[config.mk]
export PLATFORM = sky130hd
export DESIGN_NAME = csf_status_flags
export DESIGN_NICKNAME = d
export VERILOG_FILES = /design/src/core/csf_pkg.sv /design/src/core/csf_square_gen.sv /design/src/core/csf_status_flags.sv
export SDC_FILE = /design/constraint.sdc
export NUM_CORES = 1
export LEC_CHECK = 0
export BUFFER_PORTS_ARGS = -buffer_cell sky130_fd_sc_hd__buf_2
export CORE_MARGIN = 8
export CORE_UTILIZATION = 59
export CTS_CLUSTER_DIAMETER = 100
export DETAILED_ROUTE_END_ITERATION = 7
export PLACE_DENSITY = 0.82
export SYNTH_ARGS = -nofsm -noshare
export SYNTH_HDL_FRONTEND = slang
export SYNTH_SLANG_ARGS = --single-unit
[constraint.sdc]
create_clock -name ref_clk -period 4.1 [get_ports ref_clk]
set_input_delay 0.82 -clock ref_clk [delete_from_list [all_inputs] [get_ports ref_clk]]
set_output_delay 0.82 -clock ref_clk [all_outputs]
set_load 0.01 [all_outputs]
[src/core/csf_pkg.sv]
/*
  Constants and types for the controller status flag generator: time-base
  figures, reset values, mode switch and operating mode encodings.
  Assumes a single 100 MHz system clock and a synchronous active-high reset.
*/
package csf_pkg;

  //////////////////////////////////////////////////////////////////////////
  // Time base
  localparam int CLK_PERIOD_NS = 10;
  localparam int TICK_MS = 25;
  localparam int NS_PER_MS = 1000000;
  localparam int TICK_CYCLES = (TICK_MS * NS_PER_MS) / CLK_PERIOD_NS;

  localparam int MINUTE_HALF_MS = 30000;
  localparam int SECOND_HALF_MS = 500;
  localparam int TENTH_HALF_MS = 50;
  localparam int TWENTIETH_HALF_MS = 25;

  localparam int SQ_COUNT = 4;
  localparam int SQ_MINUTE = 0;
  localparam int SQ_SECOND = 1;
  localparam int SQ_TENTH = 2;
  localparam int SQ_TWENTIETH = 3;
  localparam int SQ_HALF_TICKS [SQ_COUNT] = '{
    MINUTE_HALF_MS / TICK_MS,
    SECOND_HALF_MS / TICK_MS,
    TENTH_HALF_MS / TICK_MS,
    TWENTIETH_HALF_MS / TICK_MS
  };

  //////////////////////////////////////////////////////////////////////////
  // Levels and reset values
  localparam logic FLAG_ON = 1'b1;
  localparam logic FLAG_OFF = 1'b0;
  localparam logic SQ_START_LEVEL = 1'b1;
  localparam logic FIRST_SCAN_RST = 1'b1;
  localparam logic ALT_SCAN_RST = 1'b0;
  localparam logic STICKY_RST = 1'b0;

  //////////////////////////////////////////////////////////////////////////
  // Battery configuration word
  localparam int CFG_WORD_W = 16;
  localparam logic [CFG_WORD_W-1:0] BATTERY_OFF_CODE_DEF = 16'h0001;

  //////////////////////////////////////////////////////////////////////////
  // Mode switch and operating mode
  typedef enum logic [1:0] {
    CSF_SW_STOP,
    CSF_SW_TERM,
    CSF_SW_RUN
  } csf_switch_e;

  typedef enum logic [2:0] {
    CSF_MODE_PROGRAM,
    CSF_MODE_RUN,
    CSF_MODE_TEST_RUN,
    CSF_MODE_TEST_HOLD,
    CSF_MODE_TEST_PROGRAM
  } csf_mode_e;

endpackage : csf_pkg

[src/core/csf_square_gen.sv]
/*
  One square-wave time-base flag: toggles after a fixed number of shared
  base ticks. Assumes the tick is a one-cycle pulse from the common divider.
*/
`timescale 1ns/1ps
module csf_square_gen #(
  parameter int HALF_TICKS = 1
) (
  input wire logic ref_clk,
  input wire logic rst,
  input wire logic tick,
  output logic square_flag
);

  localparam int CW = $clog2(HALF_TICKS + 1);
  localparam logic [CW-1:0] LAST = CW'(HALF_TICKS - 1);

  logic [CW-1:0] half_cnt_reg;

  generate
    if (HALF_TICKS < 1) begin : g_bad_half
      $error("csf_square_gen: HALF_TICKS must be at least 1");
    end
  endgenerate

  // Counts ticks within the current half period
  always_ff @(posedge ref_clk) begin
    if (rst) begin
      half_cnt_reg <= '0;
    end else if (tick) begin
      if (half_cnt_reg == LAST) begin
        half_cnt_reg <= '0;
      end else begin
        half_cnt_reg <= half_cnt_reg + CW'(1);
      end
    end
  end

  // Starts high at reset and flips at every half-period boundary
  always_ff @(posedge ref_clk) begin
    if (rst) begin
      square_flag <= csf_pkg::SQ_START_LEVEL;
    end else if (tick && half_cnt_reg == LAST) begin
      square_flag <= ~square_flag;
    end
  end

endmodule : csf_square_gen

[src/core/csf_status_flags.sv]
/*
  Controller status flag generator: scan flags, square-wave time bases and
  mode, instruction and battery flags offered to the user program.
  Assumes scan_end and the instruction strobes are one-cycle pulses
  synchronous to ref_clk, and the mode inputs are stable levels.
*/
`timescale 1ns/1ps
module csf_status_flags #(
  parameter int TICK_CYCLES = csf_pkg::TICK_CYCLES,
  parameter logic [csf_pkg::CFG_WORD_W-1:0] BATTERY_OFF_CODE =
    csf_pkg::BATTERY_OFF_CODE_DEF
) (
  input wire logic ref_clk,
  input wire logic rst,
  input wire logic scan_end,
  input csf_pkg::csf_switch_e mode_switch,
  input csf_pkg::csf_mode_e cpu_mode,
  input wire logic stop_instruction,
  input wire logic break_instruction,
  input wire logic interrupt_enable_instruction,
  input wire logic interrupt_disable_instruction,
  input wire logic [csf_pkg::CFG_WORD_W-1:0] battery_cfg_word,
  output logic first_scan_flag,
  output logic always_on_flag,
  output logic always_off_flag,
  output logic minute_square_flag,
  output logic second_square_flag,
  output logic tenth_second_square_flag,
  output logic twentieth_second_square_flag,
  output logic alternate_scan_flag,
  output logic forced_run_flag,
  output logic terminal_run_flag,
  output logic test_run_flag,
  output logic test_hold_flag,
  output logic test_program_flag,
  output logic terminal_program_flag,
  output logic switch_stop_flag,
  output logic instruction_stop_flag,
  output logic break_flag,
  output logic interrupt_enabled_flag,
  output logic battery_disabled_flag
);

  localparam int DW = $clog2(TICK_CYCLES);
  localparam logic [DW-1:0] DIV_LAST = DW'(TICK_CYCLES - 1);

  generate
    if (TICK_CYCLES < 2) begin : g_bad_tick
      $error("csf_status_flags: TICK_CYCLES must be at least 2");
    end
  endgenerate

  //////////////////////////////////////////////////////////////////////////
  // Common divider for all time-base flags

  logic [DW-1:0] div_cnt_reg;
  logic base_tick;
  logic [csf_pkg::SQ_COUNT-1:0] sq_flags;

  assign base_tick = (div_cnt_reg == DIV_LAST);

  // Free running, independent of scan timing
  always_ff @(posedge ref_clk) begin
    if (rst) begin
      div_cnt_reg <= '0;
    end else if (base_tick) begin
      div_cnt_reg <= '0;
    end else begin
      div_cnt_reg <= div_cnt_reg + DW'(1);
    end
  end

  generate
    for (genvar i = 0; i < csf_pkg::SQ_COUNT; i++) begin : g_sq
      csf_square_gen #(
        .HALF_TICKS(csf_pkg::SQ_HALF_TICKS[i])
      ) u_sq (
        .ref_clk(ref_clk),
        .rst(rst),
        .tick(base_tick),
        .square_flag(sq_flags[i])
      );
    end
  endgenerate

  assign minute_square_flag = sq_flags[csf_pkg::SQ_MINUTE];
  assign second_square_flag = sq_flags[csf_pkg::SQ_SECOND];
  assign tenth_second_square_flag = sq_flags[csf_pkg::SQ_TENTH];
  assign twentieth_second_square_flag = sq_flags[csf_pkg::SQ_TWENTIETH];

  //////////////////////////////////////////////////////////////////////////
  // Constant contacts

  assign always_on_flag = csf_pkg::FLAG_ON;
  assign always_off_flag = csf_pkg::FLAG_OFF;

  //////////////////////////////////////////////////////////////////////////
  // Mode history

  csf_pkg::csf_mode_e prev_mode_reg;
  logic prog_to_run;
  logic enter_run;

  always_ff @(posedge ref_clk) begin
    if (rst) begin
      prev_mode_reg <= csf_pkg::CSF_MODE_PROGRAM;
    end else begin
      prev_mode_reg <= cpu_mode;
    end
  end

  assign enter_run = (cpu_mode == csf_pkg::CSF_MODE_RUN) &&
                     (prev_mode_reg != csf_pkg::CSF_MODE_RUN);
  assign prog_to_run = enter_run &&
                       (prev_mode_reg == csf_pkg::CSF_MODE_PROGRAM);

  //////////////////////////////////////////////////////////////////////////
  // Scan flags

  // Armed at power-up and on program-to-run; a new arm beats scan_end
  always_ff @(posedge ref_clk) begin
    if (rst) begin
      first_scan_flag <= csf_pkg::FIRST_SCAN_RST;
    end else if (prog_to_run) begin
      first_scan_flag <= csf_pkg::FLAG_ON;
    end else if (scan_end) begin
      first_scan_flag <= csf_pkg::FLAG_OFF;
    end
  end

  always_ff @(posedge ref_clk) begin
    if (rst) begin
      alternate_scan_flag <= csf_pkg::ALT_SCAN_RST;
    end else if (scan_end) begin
      alternate_scan_flag <= ~alternate_scan_flag;
    end
  end

  //////////////////////////////////////////////////////////////////////////
  // Switch and operating mode decode

  logic at_term;

  assign at_term = (mode_switch == csf_pkg::CSF_SW_TERM);

  always_ff @(posedge ref_clk) begin
    if (rst) begin
      forced_run_flag <= csf_pkg::FLAG_OFF;
      switch_stop_flag <= csf_pkg::FLAG_OFF;
    end else begin
      forced_run_flag <= (mode_switch == csf_pkg::CSF_SW_RUN);
      switch_stop_flag <= (mode_switch == csf_pkg::CSF_SW_STOP);
    end
  end

  always_ff @(posedge ref_clk) begin
    if (rst) begin
      terminal_run_flag <= csf_pkg::FLAG_OFF;
      test_run_flag <= csf_pkg::FLAG_OFF;
      test_hold_flag <= csf_pkg::FLAG_OFF;
      test_program_flag <= csf_pkg::FLAG_OFF;
      terminal_program_flag <= csf_pkg::FLAG_OFF;
    end else begin
      terminal_run_flag <= at_term &&
        (cpu_mode == csf_pkg::CSF_MODE_RUN);
      test_run_flag <= at_term &&
        (cpu_mode == csf_pkg::CSF_MODE_TEST_RUN);
      test_hold_flag <= at_term &&
        (cpu_mode == csf_pkg::CSF_MODE_TEST_HOLD);
      test_program_flag <= at_term &&
        (cpu_mode == csf_pkg::CSF_MODE_TEST_PROGRAM);
      terminal_program_flag <= at_term &&
        (cpu_mode == csf_pkg::CSF_MODE_PROGRAM);
    end
  end

  //////////////////////////////////////////////////////////////////////////
  // Instruction and battery flags; for the instruction flags a set in the clearing cycle wins

  always_ff @(posedge ref_clk) begin
    if (rst) begin
      instruction_stop_flag <= csf_pkg::STICKY_RST;
    end else if (stop_instruction) begin
      instruction_stop_flag <= csf_pkg::FLAG_ON;
    end else if (enter_run) begin
      instruction_stop_flag <= csf_pkg::FLAG_OFF;
    end
  end

  always_ff @(posedge ref_clk) begin
    if (rst) begin
      break_flag <= csf_pkg::STICKY_RST;
    end else if (break_instruction) begin
      break_flag <= csf_pkg::FLAG_ON;
    end else if (enter_run) begin
      break_flag <= csf_pkg::FLAG_OFF;
    end
  end

  always_ff @(posedge ref_clk) begin
    if (rst) begin
      interrupt_enabled_flag <= csf_pkg::STICKY_RST;
    end else if (interrupt_enable_instruction) begin
      interrupt_enabled_flag <= csf_pkg::FLAG_ON;
    end else if (interrupt_disable_instruction) begin
      interrupt_enabled_flag <= csf_pkg::FLAG_OFF;
    end
  end

  always_ff @(posedge ref_clk) begin
    if (rst) begin
      battery_disabled_flag <= csf_pkg::FLAG_OFF;
    end else begin
      battery_disabled_flag <= (battery_cfg_word == BATTERY_OFF_CODE);
    end
  end
endmodule : csf_status_flags

==> results.py, run 1 <==
metrics = {
    "finish": {
        "syn_to_final_growth_pct": 16.7,
        "layout_commonest_cell": "dfxtp_1",
        "multi_input_area_um2": 1390,
        "regArea_um2": 1200,
        "largest_reg_flops": 22,
        "final_cell_area_um2": 3160,
        "drive_gt1_share_pct": 19.6,
        "fillers": 359,
        "antennaDiodeCount": 0,
        "nNetsFinal": 378,
        "layout_common_cells": "60 x dfxtp_1, 44 x buf_2, 24 x nor2_1",
    },
    "status": {
        "status": "complete, no violations",
    },
    "timing": {
        "max_freq_mhz": 404,
        "fin_ws_ns": 1.63,
        "finalCritPeriodShare_pct": 60.3,
        "rsz0062_at_grt": "false",
        "setup_viol": 0,
        "setup-tns-final_ns": 0,
        "slew_headroom_pct": 40.4,
        "worstMarginPinSlew_ns": 0.886,
        "final_max_slew_viol_count": 0,
        "finalClockSkew_ns": 0.0109,
        "hold_viol_final": 0,
        "min_period_ns": 2.47,
    },
    "worst_hold_path": {
        "whs_endpoint": "first_scan_flag",
        "hp-start": "prev_mode_reg[1]",
        "min_delay_path_depth": 1,
        "hold_path.class": "register to register",
    },
    "routing": {
        "antenna_left": 0,
        "firstDrtPassIters": 4,
        "wirelength_mm": 5.92,
        "vias_per_cell": 5.92,
        "via_count": 2391,
        "drtIter0Drc": 142,
        "wl_per_cell_um": 14.7,
        "drc": 0,
    },
    "critical_path": {
        "reg2regPathDepth": 4,
        "crit_path_cell_trace": "or4b_4 -> or4_1 -> or4_1 -> a21oi_1",
        "cp.required_ns": 4.37,
        "critical_path_class": "register to register",
        "critPathBufInv": 0,
        "cpLargestDelayFamily": "simple AND/OR/NAND/NOR gates",
        "r2r-end": "g_sq[1].u_sq.half_cnt_reg[3]",
        "timing.rr.start": "div_cnt_reg[16]",
        "critical_path.most_common_cell": "or4_1",
        "crit_path_max_incr_delay_ns": 0.79,
        "crit_fanout": 17,
        "start_kind": "register",
        "cp_slowest_cell": "or4_1",
        "r2r_slack_ns": 1.63,
        "cp.arrival_ns": 2.74,
        "worstSetupEndpointType": "register",
    },
    "synthesis": {
        "syn_inst": 309,
        "synth_enable_flop_cells": 0,
        "netlist_area_um2": 2710,
        "yosysTopAreaCell": "dfxtp_1",
        "syn_area_per_cell_um2": 8.76,
        "ys.flop_type": "dfxtp_1",
        "synth_seq_cells": 60,
        "post-synth-top-area-fraction_pct": 44.4,
        "yosys_warnings": 0,
        "ys_top_cells_by_area": "dfxtp_1 44%, a21oi_1 3.9%, nor2_1 3.3%, or4_1 3.3%, o31ai_1 3.1%",
        "ys_async_sr_fraction_pct": 0,
        "synth_nets": 340,
        "synth.distinct_cells": 48,
        "yosysSeqAreaShare_pct": 44.4,
    },
    "power_and_ir_drop": {
        "peakVddDrop_uv": 354,
        "power_density_nw_per_um2": 409,
        "total_power_mw": 1.29,
        "leakagePower_nw": 1.12,
    },
    "grt": {
        "grt_pass1_wl_mm": 10.1,
        "grt_max_degree": 38,
        "antenna_found_initial": 0,
        "grt_pass1_vias": 2250,
        "track_usage_pct": 17.0,
        "grt-ovfl-total": 0,
    },
    "run": {
        "maxCapViolCount": 0,
    },
    "place": {
        "dpl_cell_area_um2": 2920,
        "place_worst_setup_slack_ns": 1.64,
        "port_buffers": 44,
        "dpl.hpwl_mm": 3.98,
        "gp_congestion": 0.803,
    },
    "clock_network": {
        "cts_buffer_depth": 2,
        "worstSkewPairLatency_ns": 0.34,
        "cts.sinks": 60,
        "cts_root_buf": "clkbuf_8",
        "path_clk_slew_ns": 0.07,
        "post_cts_resized": 0,
        "htree_num_levels": 3,
        "holdBufCountCts": 0,
        "numCtsBuffers": 9,
        "cts_tree": "done",
        "cts_setup_buffers": 0,
    },
    "die": {
        "die_h_um": 83.7,
        "core_um2": 4380,
        "initial_core_util_pct": 61.7,
        "io_pins": 47,
        "num_rows": 24,
        "die_area_um2": 7010,
        "die_w_um": 83.7,
    },
}
## cells in the mapped netlist (all sizes together) (7+ instances only)
cell type and n:
dfxtp 60, nor2 24, a21oi 21, o21ai 10, clkbuf 12, inv 9
nand3 15, nor2b 8, nor3 9, o31ai 11, nand2 16, nand4 10
or4 12, and3 7, or3 10
## cells by family after synthesis
logic type | synth area share [%]
and+or+nand+nor | 30.7
AOI/OAI and AO/OA | 14.5
DFF | 44.4
buffers and inverters | 4.16
xor gates and xnor gates | 3.88
adders and majority gates | 1.39
other | 0.277
muxes | 0.786
## layout make-up
class	count	share of cell area, %
repair buffers	45	7.21
clock inverters	7	3.64
flip-flops and latches	60	38.0
clock buffers	9	3.92
multi-input cells	222	44.1
inverters	9	1.07
well taps	52	2.06
## through the flow
| step | util (%) | instances | hold slack, ns |
|---|---|---|---|
| CTS | 72.1 | 404 | 0.455 |
| floorplan | - | 309 | 0.418 |
| global placement | 66.6 | 388 | 0.438 |
| detailed placement | 66.6 | 388 | 0.442 |
| finish | 72.1 | 404 | 0.451 |
| global route | 72.1 | 404 | 0.476 |
## where the power goes
| group | switching (mW) | total [mW] | internal, mW |
|---|---|---|---|
| Clock | 0.243 | 0.644 | 0.401 |
| Combinational | 0.0280 | 0.0502 | 0.0223 |
| Sequential | 0.00550 | 0.597 | 0.592 |
| Total | 0.276 | 1.29 | 1.02 |
## how the worst max path moves through the flow
stage,from,to,cells after the start
6_report,div_cnt_reg[16],g_sq[1].u_sq.half_cnt_reg[3],4
5_1_grt,div_cnt_reg[0],g_sq[0].u_sq.half_cnt_reg[5],5
4_1_cts,div_cnt_reg[16],g_sq[1].u_sq.half_cnt_reg[3],4
3_5_place_dp,div_cnt_reg[16],g_sq[1].u_sq.half_cnt_reg[3],4
3_3_place_gp,div_cnt_reg[16],g_sq[1].u_sq.half_cnt_reg[3],4
2_1_floorplan,div_cnt_reg[16],g_sq[1].u_sq.half_cnt_reg[3],5
## routing by layer
| metal | vias up | wire, um | global-route usage, % |
|---|---|---|---|
| met1 | 1103 | 2790 | 20.2 |
| met2 | 54 | 2620 | 26.3 |
| met4 | 0 | 107 | 8.95 |
| met5 | - | 0 | 0 |
| met3 | 11 | 404 | 5.76 |
| li1 | 1223 | - | - |
(Power assumes the default switching activity.)
==> inputs of run 2 (changes only) <==
CORE_UTILIZATION = 55   (was 59)
PLACE_DENSITY = 0.78   (was 0.82)
clock period = 2.5 ns   (was 4.1 ns; I/O delays follow)
==> run 2 against run 1 <==
Clock power up 35%. Worst hold slack lost 0.14 ns. Clock skew decreased by 0.0032 ns. Utilization fell by 4.0 points. Non-clock buffer count increased by 8. First-iteration DRC count up 20%. Worst setup slack got worse by 1.4 ns. Critical path type unchanged.
==> results.py, run 2 (same netlist as run 1, synthesis figures left out) <==
metrics = {
    "status": {
        "status": "complete, no violations",
    },
    "clock_network": {
        "htree_num_levels": 3,
        "numCtsBuffers": 9,
        "cts_buffer_depth": 2,
        "worstSkewPairLatency_ns": 0.34,
        "cts.sinks": 60,
        "cts_root_buf": "clkbuf_8",
        "post_cts_resized": 0,
        "cts_setup_buffers": 0,
        "holdBufCountCts": 0,
        "path_clk_slew_ns": 0.07,
        "cts_tree": "done",
    },
    "grt": {
        "grt-ovfl-total": 0,
        "grt_pass1_wl_mm": 10.0,
        "grt_pass1_vias": 2301,
        "antenna_found_initial": 0,
        "grt_max_degree": 25,
        "track_usage_pct": 16.7,
    },
    "routing": {
        "wl_met2_mm": 2.93,
        "wl_per_cell_um": 14.2,
        "via_count": 2469,
        "wl_met3_um": 441,
        "drtIter0Drc": 171,
        "drc": 0,
        "drt-met1-wl_mm": 2.65,
        "wirelength_mm": 6.08,
        "firstDrtPassIters": 4,
        "antenna_left": 0,
        "highest_layer": "met4",
        "vias_per_cell": 5.78,
    },
    "die": {
        "die_h_um": 86.1,
        "io_pins": 47,
        "die_w_um": 86.1,
        "core_um2": 4720,
        "initial_core_util_pct": 57.3,
        "num_rows": 25,
        "die_area_um2": 7420,
    },
    "place": {
        "dpl_cell_area_um2": 3010,
        "dpl.hpwl_mm": 4.38,
        "dp_cells": 411,
        "gp_congestion": 0.854,
        "port_buffers": 44,
        "place_worst_setup_slack_ns": 0.197,
    },
    "timing": {
        "final_max_slew_viol_count": 0,
        "min_period_ns": 2.32,
        "hold_viol_final": 0,
        "finalClockSkew_ns": 0.00769,
        "max_freq_mhz": 431,
        "fin_ws_ns": 0.178,
        "holdWs_ns": 0.313,
        "finalCritPeriodShare_pct": 92.9,
        "setup-tns-final_ns": 0,
        "setup_viol": 0,
        "rsz0062_at_grt": "false",
    },
    "finish": {
        "fin_util_pct": 68.0,
        "layout_common_cells": "60 x dfxtp_1, 44 x buf_2, 24 x nor2_1",
        "largest_reg_flops": 22,
        "syn_to_final_growth_pct": 18.7,
        "final_cell_area_um2": 3210,
        "nNetsFinal": 386,
        "antennaDiodeCount": 0,
        "layout_commonest_cell": "dfxtp_1",
        "fin_cells": 427,
        "drive_gt1_share_pct": 21.4,
    },
    "power_and_ir_drop": {
        "power.internal_mw": 1.47,
        "power_density_nw_per_um2": 602,
        "peakVddDrop_uv": 404,
        "power.share.clock_pct": 44.8,
        "comb_power_share_pct": 4.5,
        "total_power_mw": 1.93,
        "leakagePower_nw": 1.13,
        "power_switching_uw": 461,
        "switching_share_pct": 23.8,
        "power_frac_seq_pct": 50.7,
    },
    "critical_path": {
        "crit_fanout": 17,
        "cp.required_ns": 2.78,
        "critical_path_class": "register to register",
        "crit_start": "div_cnt_reg[16]",
        "cp.arrival_ns": 2.60,
        "r2r_slack_ns": 0.18,
        "reg2regPathDepth": 5,
        "worstSetupEndpointType": "register",
        "timing.rr.start": "div_cnt_reg[16]",
        "r2r-end": "g_sq[1].u_sq.half_cnt_reg[3]",
        "endpoint": "g_sq[1].u_sq.half_cnt_reg[3]",
        "start_kind": "register",
    },
    "worst_hold_path": {
        "hold_path.class": "input port to register",
    },
    "run": {
        "maxCapViolCount": 0,
    },
}
==> run 2: power groups by stage <==
stage	Combinational (mW)	Sequential (mW)	Clock, mW
detailed placement	0.0873	1.00	0
finish	0.0862	0.980	0.867
global placement	0.0846	1.00	0
CTS	0.0874	0.980	0.885
global route	0.0957	0.981	0.917
floorplan	0.0411	1.00	0
==> run 2: area by class of cell <==
cell class / instances / area [um^2]
multi-input combinational: 222 / 1390
clock inverter: 7 / 77.6
sequential: 60 / 1200
inverter: 9 / 33.8
fill: 384 / 1510
timing repair buffer: 53 / 300
clock buffer: 9 / 124
tap: 67 / 83.8
==> run 2: routing by layer <==
metal  vias up  global-route usage (%)
li1       1239                       -
met1      1163                    18.0
met2        61                    28.7
met3         6                    6.11
met4         0                    6.85
met5         -                       0
==> run 2: worst min path at each step <==
stage                               startpoint                     to  slack, ns  depth (start not counted)
after CTS                 battery_cfg_word[12]  battery_disabled_flag       0.30                          2
after global placement        prev_mode_reg[2]        first_scan_flag       0.44                          1
after global routing      battery_cfg_word[14]  battery_disabled_flag       0.31                          2
after floorplan               prev_mode_reg[2]        first_scan_flag       0.42                          1
final                     battery_cfg_word[12]  battery_disabled_flag       0.31                          2
after detailed placement      prev_mode_reg[1]        first_scan_flag       0.44                          1
==> run 2: worst max-delay path, stage by stage (launching register included) <==
cell and delay [ns]:
dfxtp_1 0.36, or4b_4 0.57, or4_1 0.52, buf_4 0.20
or4_1 0.47, a21oi_1 0.14
==> inputs of run 3 (changes only) <==
ABC_AREA = 1   (was unset)
CORE_UTILIZATION = 56   (was 55)
==> run 3 against run 2 <==
Register-to-register slack improved by 0.61 ns. Sequential power about the same. Worst hold slack improved by 0.0013 ns. Critical path depth is 5 higher.
==> results.py, run 3 <==
metrics = {
    "critical_path": {
        "start_kind": "register",
        "crit_path_cell_trace": "ha_1 -> nand2_2 -> inv_2 -> nand2_2 -> nor2_2 -> nand2_1 -> nor2_2 -> nand2_1 -> nand2_1 -> nand3_1",
        "crit_cells": 10,
        "endpoint": "g_sq[2].u_sq.square_flag",
        "cpLargestDelayFamily": "simple AND/OR/NAND/NOR gates",
        "r2r-end": "g_sq[2].u_sq.square_flag",
        "r2r_slack_ns": 0.78,
        "cp.required_ns": 2.73,
        "crit_fanout": 11,
        "crit_path_max_incr_delay_ns": 0.35,
        "critical_path_class": "register to register",
        "cp_slowest_cell": "dfxtp_1",
        "critical_path.most_common_cell": "nand2_1",
        "worstSetupEndpointType": "register",
        "reg2regPathDepth": 10,
        "timing.rr.start": "div_cnt_reg[0]",
        "critPathBufInv": 1,
        "crit_start": "div_cnt_reg[0]",
        "cp.arrival_ns": 1.95,
    },
    "timing": {
        "finalCritPeriodShare_pct": 68.6,
        "worstMarginPinSlew_ns": 0.534,
        "rsz0062_at_grt": "false",
        "final_max_slew_viol_count": 0,
        "max_freq_mhz": 583,
        "slew_headroom_pct": 64.2,
        "setup_viol": 0,
        "hold_viol_final": 0,
        "finalClockSkew_ns": 0.00909,
        "fin_ws_ns": 0.784,
        "min_period_ns": 1.72,
        "setup-tns-final_ns": 0,
    },
    "finish": {
        "fillers": 450,
        "drive_gt1_share_pct": 17.8,
        "syn_to_final_growth_pct": 16.2,
        "largest_reg_flops": 22,
        "layout_common_cells": "97 x nand2_1, 69 x nor2_1, 60 x dfxtp_1",
        "antennaDiodeCount": 0,
        "regArea_um2": 1200,
        "multi_input_area_um2": 1520,
        "layout_commonest_cell": "nand2_1",
        "nNetsFinal": 514,
    },
    "clock_network": {
        "cts.sinks": 60,
        "cts_tree": "done",
        "holdBufCountCts": 0,
        "path_clk_slew_ns": 0.07,
        "cts_setup_buffers": 0,
        "htree_num_levels": 3,
        "post_cts_resized": 0,
        "numCtsBuffers": 9,
        "worstSkewPairLatency_ns": 0.35,
        "cts_buffer_depth": 2,
        "cts_root_buf": "clkbuf_8",
    },
    "synthesis": {
        "synth_enable_flop_cells": 0,
        "ys_async_sr_fraction_pct": 0,
        "synth.distinct_cells": 30,
        "synth.most_common_cell": "nand2_1",
        "ys.flop_type": "dfxtp_1",
        "synth_nets": 467,
        "syn_area_per_cell_um2": 6.87,
        "synth_seq_cells": 60,
        "yosysSeqAreaShare_pct": 40.1,
        "ys_top_cells_by_area": "dfxtp_1 40%, nand2_1 12%, nor2_1 8.6%, inv_1 6.5%, nand3_1 5.3%",
        "netlist_area_um2": 3000,
        "synth_common_cells": "97 x nand2_1, 69 x nor2_1, 60 x dfxtp_1, 52 x inv_1, 32 x nand3_1",
        "syn_inst": 436,
        "yosysTopAreaCell": "dfxtp_1",
        "post-synth-top-area-fraction_pct": 40.1,
        "yosys_warnings": 0,
    },
    "power_and_ir_drop": {
        "peakVddDrop_uv": 640,
        "power_switching_uw": 456,
        "power.internal_mw": 1.67,
        "switching_share_pct": 21.4,
        "leakagePower_nw": 1.39,
        "power_frac_seq_pct": 46.1,
        "power_density_nw_per_um2": 611,
        "power.share.clock_pct": 49.9,
        "total_power_mw": 2.13,
        "comb_power_share_pct": 4.0,
    },
    "grt": {
        "grt_max_degree": 26,
        "track_usage_pct": 19.6,
        "grt_pass1_wl_mm": 12.1,
        "grt_pass1_vias": 2815,
        "grt-ovfl-total": 0,
        "antenna_found_initial": 0,
    },
    "routing": {
        "vias_per_cell": 5.15,
        "wl_per_cell_um": 12.6,
        "wirelength_mm": 7.03,
        "antenna_left": 0,
        "firstDrtPassIters": 5,
        "drc": 0,
        "drtIter0Drc": 194,
        "via_count": 2871,
    },
    "place": {
        "dpl.hpwl_mm": 5.17,
        "gp_congestion": 0.913,
        "port_buffers": 44,
        "place_worst_setup_slack_ns": 0.674,
    },
    "status": {
        "status": "complete, no violations",
    },
    "die": {
        "core_um2": 5140,
        "io_pins": 47,
        "initial_core_util_pct": 58.3,
        "die_w_um": 89.2,
        "die_area_um2": 7950,
        "num_rows": 26,
        "die_h_um": 89.2,
    },
    "run": {
        "maxCapViolCount": 0,
    },
    "worst_hold_path": {
        "hold_path.class": "input port to register",
    },
}
==> run 3: cell count changes after synthesis, sizes merged, moves of 10 or more <==
| cell | delta |
|---|---|
| nand3 | +18 |
| nand2 | +87 |
| inv | +46 |
| nor2 | +59 |
| or4 | -12 |
| o31ai | -11 |
| or3 | -10 |
==> run 3: cells by family (layout without fill, tap and decap cells) <==
logic type | count (synthesis) | after routing | share of synthesized area (%)
AO/OA/AOI/OAI | 34 | 34 | 5.76
XOR/XNOR | 14 | 14 | 4.09
adder cells (fa/ha/maj) | 3 | 3 | 1.25
buffers and inverters | 65 | 117 | 9.14
flip-flops | 60 | 60 | 40.1
other | 2 | 2 | 0.251
AND/OR/NAND/NOR | 258 | 258 | 39.4
==> run 3: cell type report <==
class | count | share of cell area, %
clock inverter | 6 | 3.20
tap | 70 | 2.51
sequential | 60 | 34.5
timing repair buffer | 44 | 6.32
multi-input combinational | 311 | 43.7
clock buffer | 10 | 3.66
inverter | 57 | 6.14
==> run 3: how the worst min path moves through the flow <==
stage | end | depth (start not counted) | slack [ns] | from
2_1_floorplan | g_sq[2].u_sq.half_cnt_reg[1] | 2 | 0.41 | g_sq[2].u_sq.half_cnt_reg[1]
3_3_place_gp | g_sq[2].u_sq.half_cnt_reg[1] | 2 | 0.42 | g_sq[2].u_sq.half_cnt_reg[1]
3_5_place_dp | g_sq[2].u_sq.half_cnt_reg[1] | 2 | 0.42 | g_sq[2].u_sq.half_cnt_reg[1]
4_1_cts | battery_disabled_flag | 2 | 0.30 | battery_cfg_word[14]
5_1_grt | battery_disabled_flag | 2 | 0.32 | battery_cfg_word[14]
6_report | battery_disabled_flag | 2 | 0.31 | battery_cfg_word[14]
==> run 3: power groups by stage <==
stage	Sequential, mW	Clock, mW	Combinational [mW]
4_1_cts	0.981	1.08	0.0870
3_5_place_dp	1.00	0	0.0867
6_report	0.981	1.06	0.0855
5_1_grt	0.982	1.12	0.0965
2_1_floorplan	1.01	0	0.0471
3_3_place_gp	1.00	0	0.0849
==> run 3: metrics by stage <==
stage          std cells  area, um^2  util [%]  hold WS, ns
2_1_floorplan        436        3000         -        0.409
3_3_place_gp         542        3240      63.1        0.416
3_5_place_dp         542        3240      63.1        0.417
4_1_cts              558        3480      67.8        0.304
5_1_grt              558        3480      67.8        0.315
6_report             558        3480      67.8        0.315
==> run 3: metal layers <==
| metal | share of wire [%] | vias to the layer above | GRT usage, % |
|---|---|---|---|
| met4 | 1.6 | 0 | 8.61 |
| met1 | 47 | 1295 | 24.0 |
| met3 | 6.6 | 10 | 6.80 |
| met2 | 45 | 93 | 30.4 |
| met5 | 0 | - | 0 |
| li1 | - | 1473 | - |
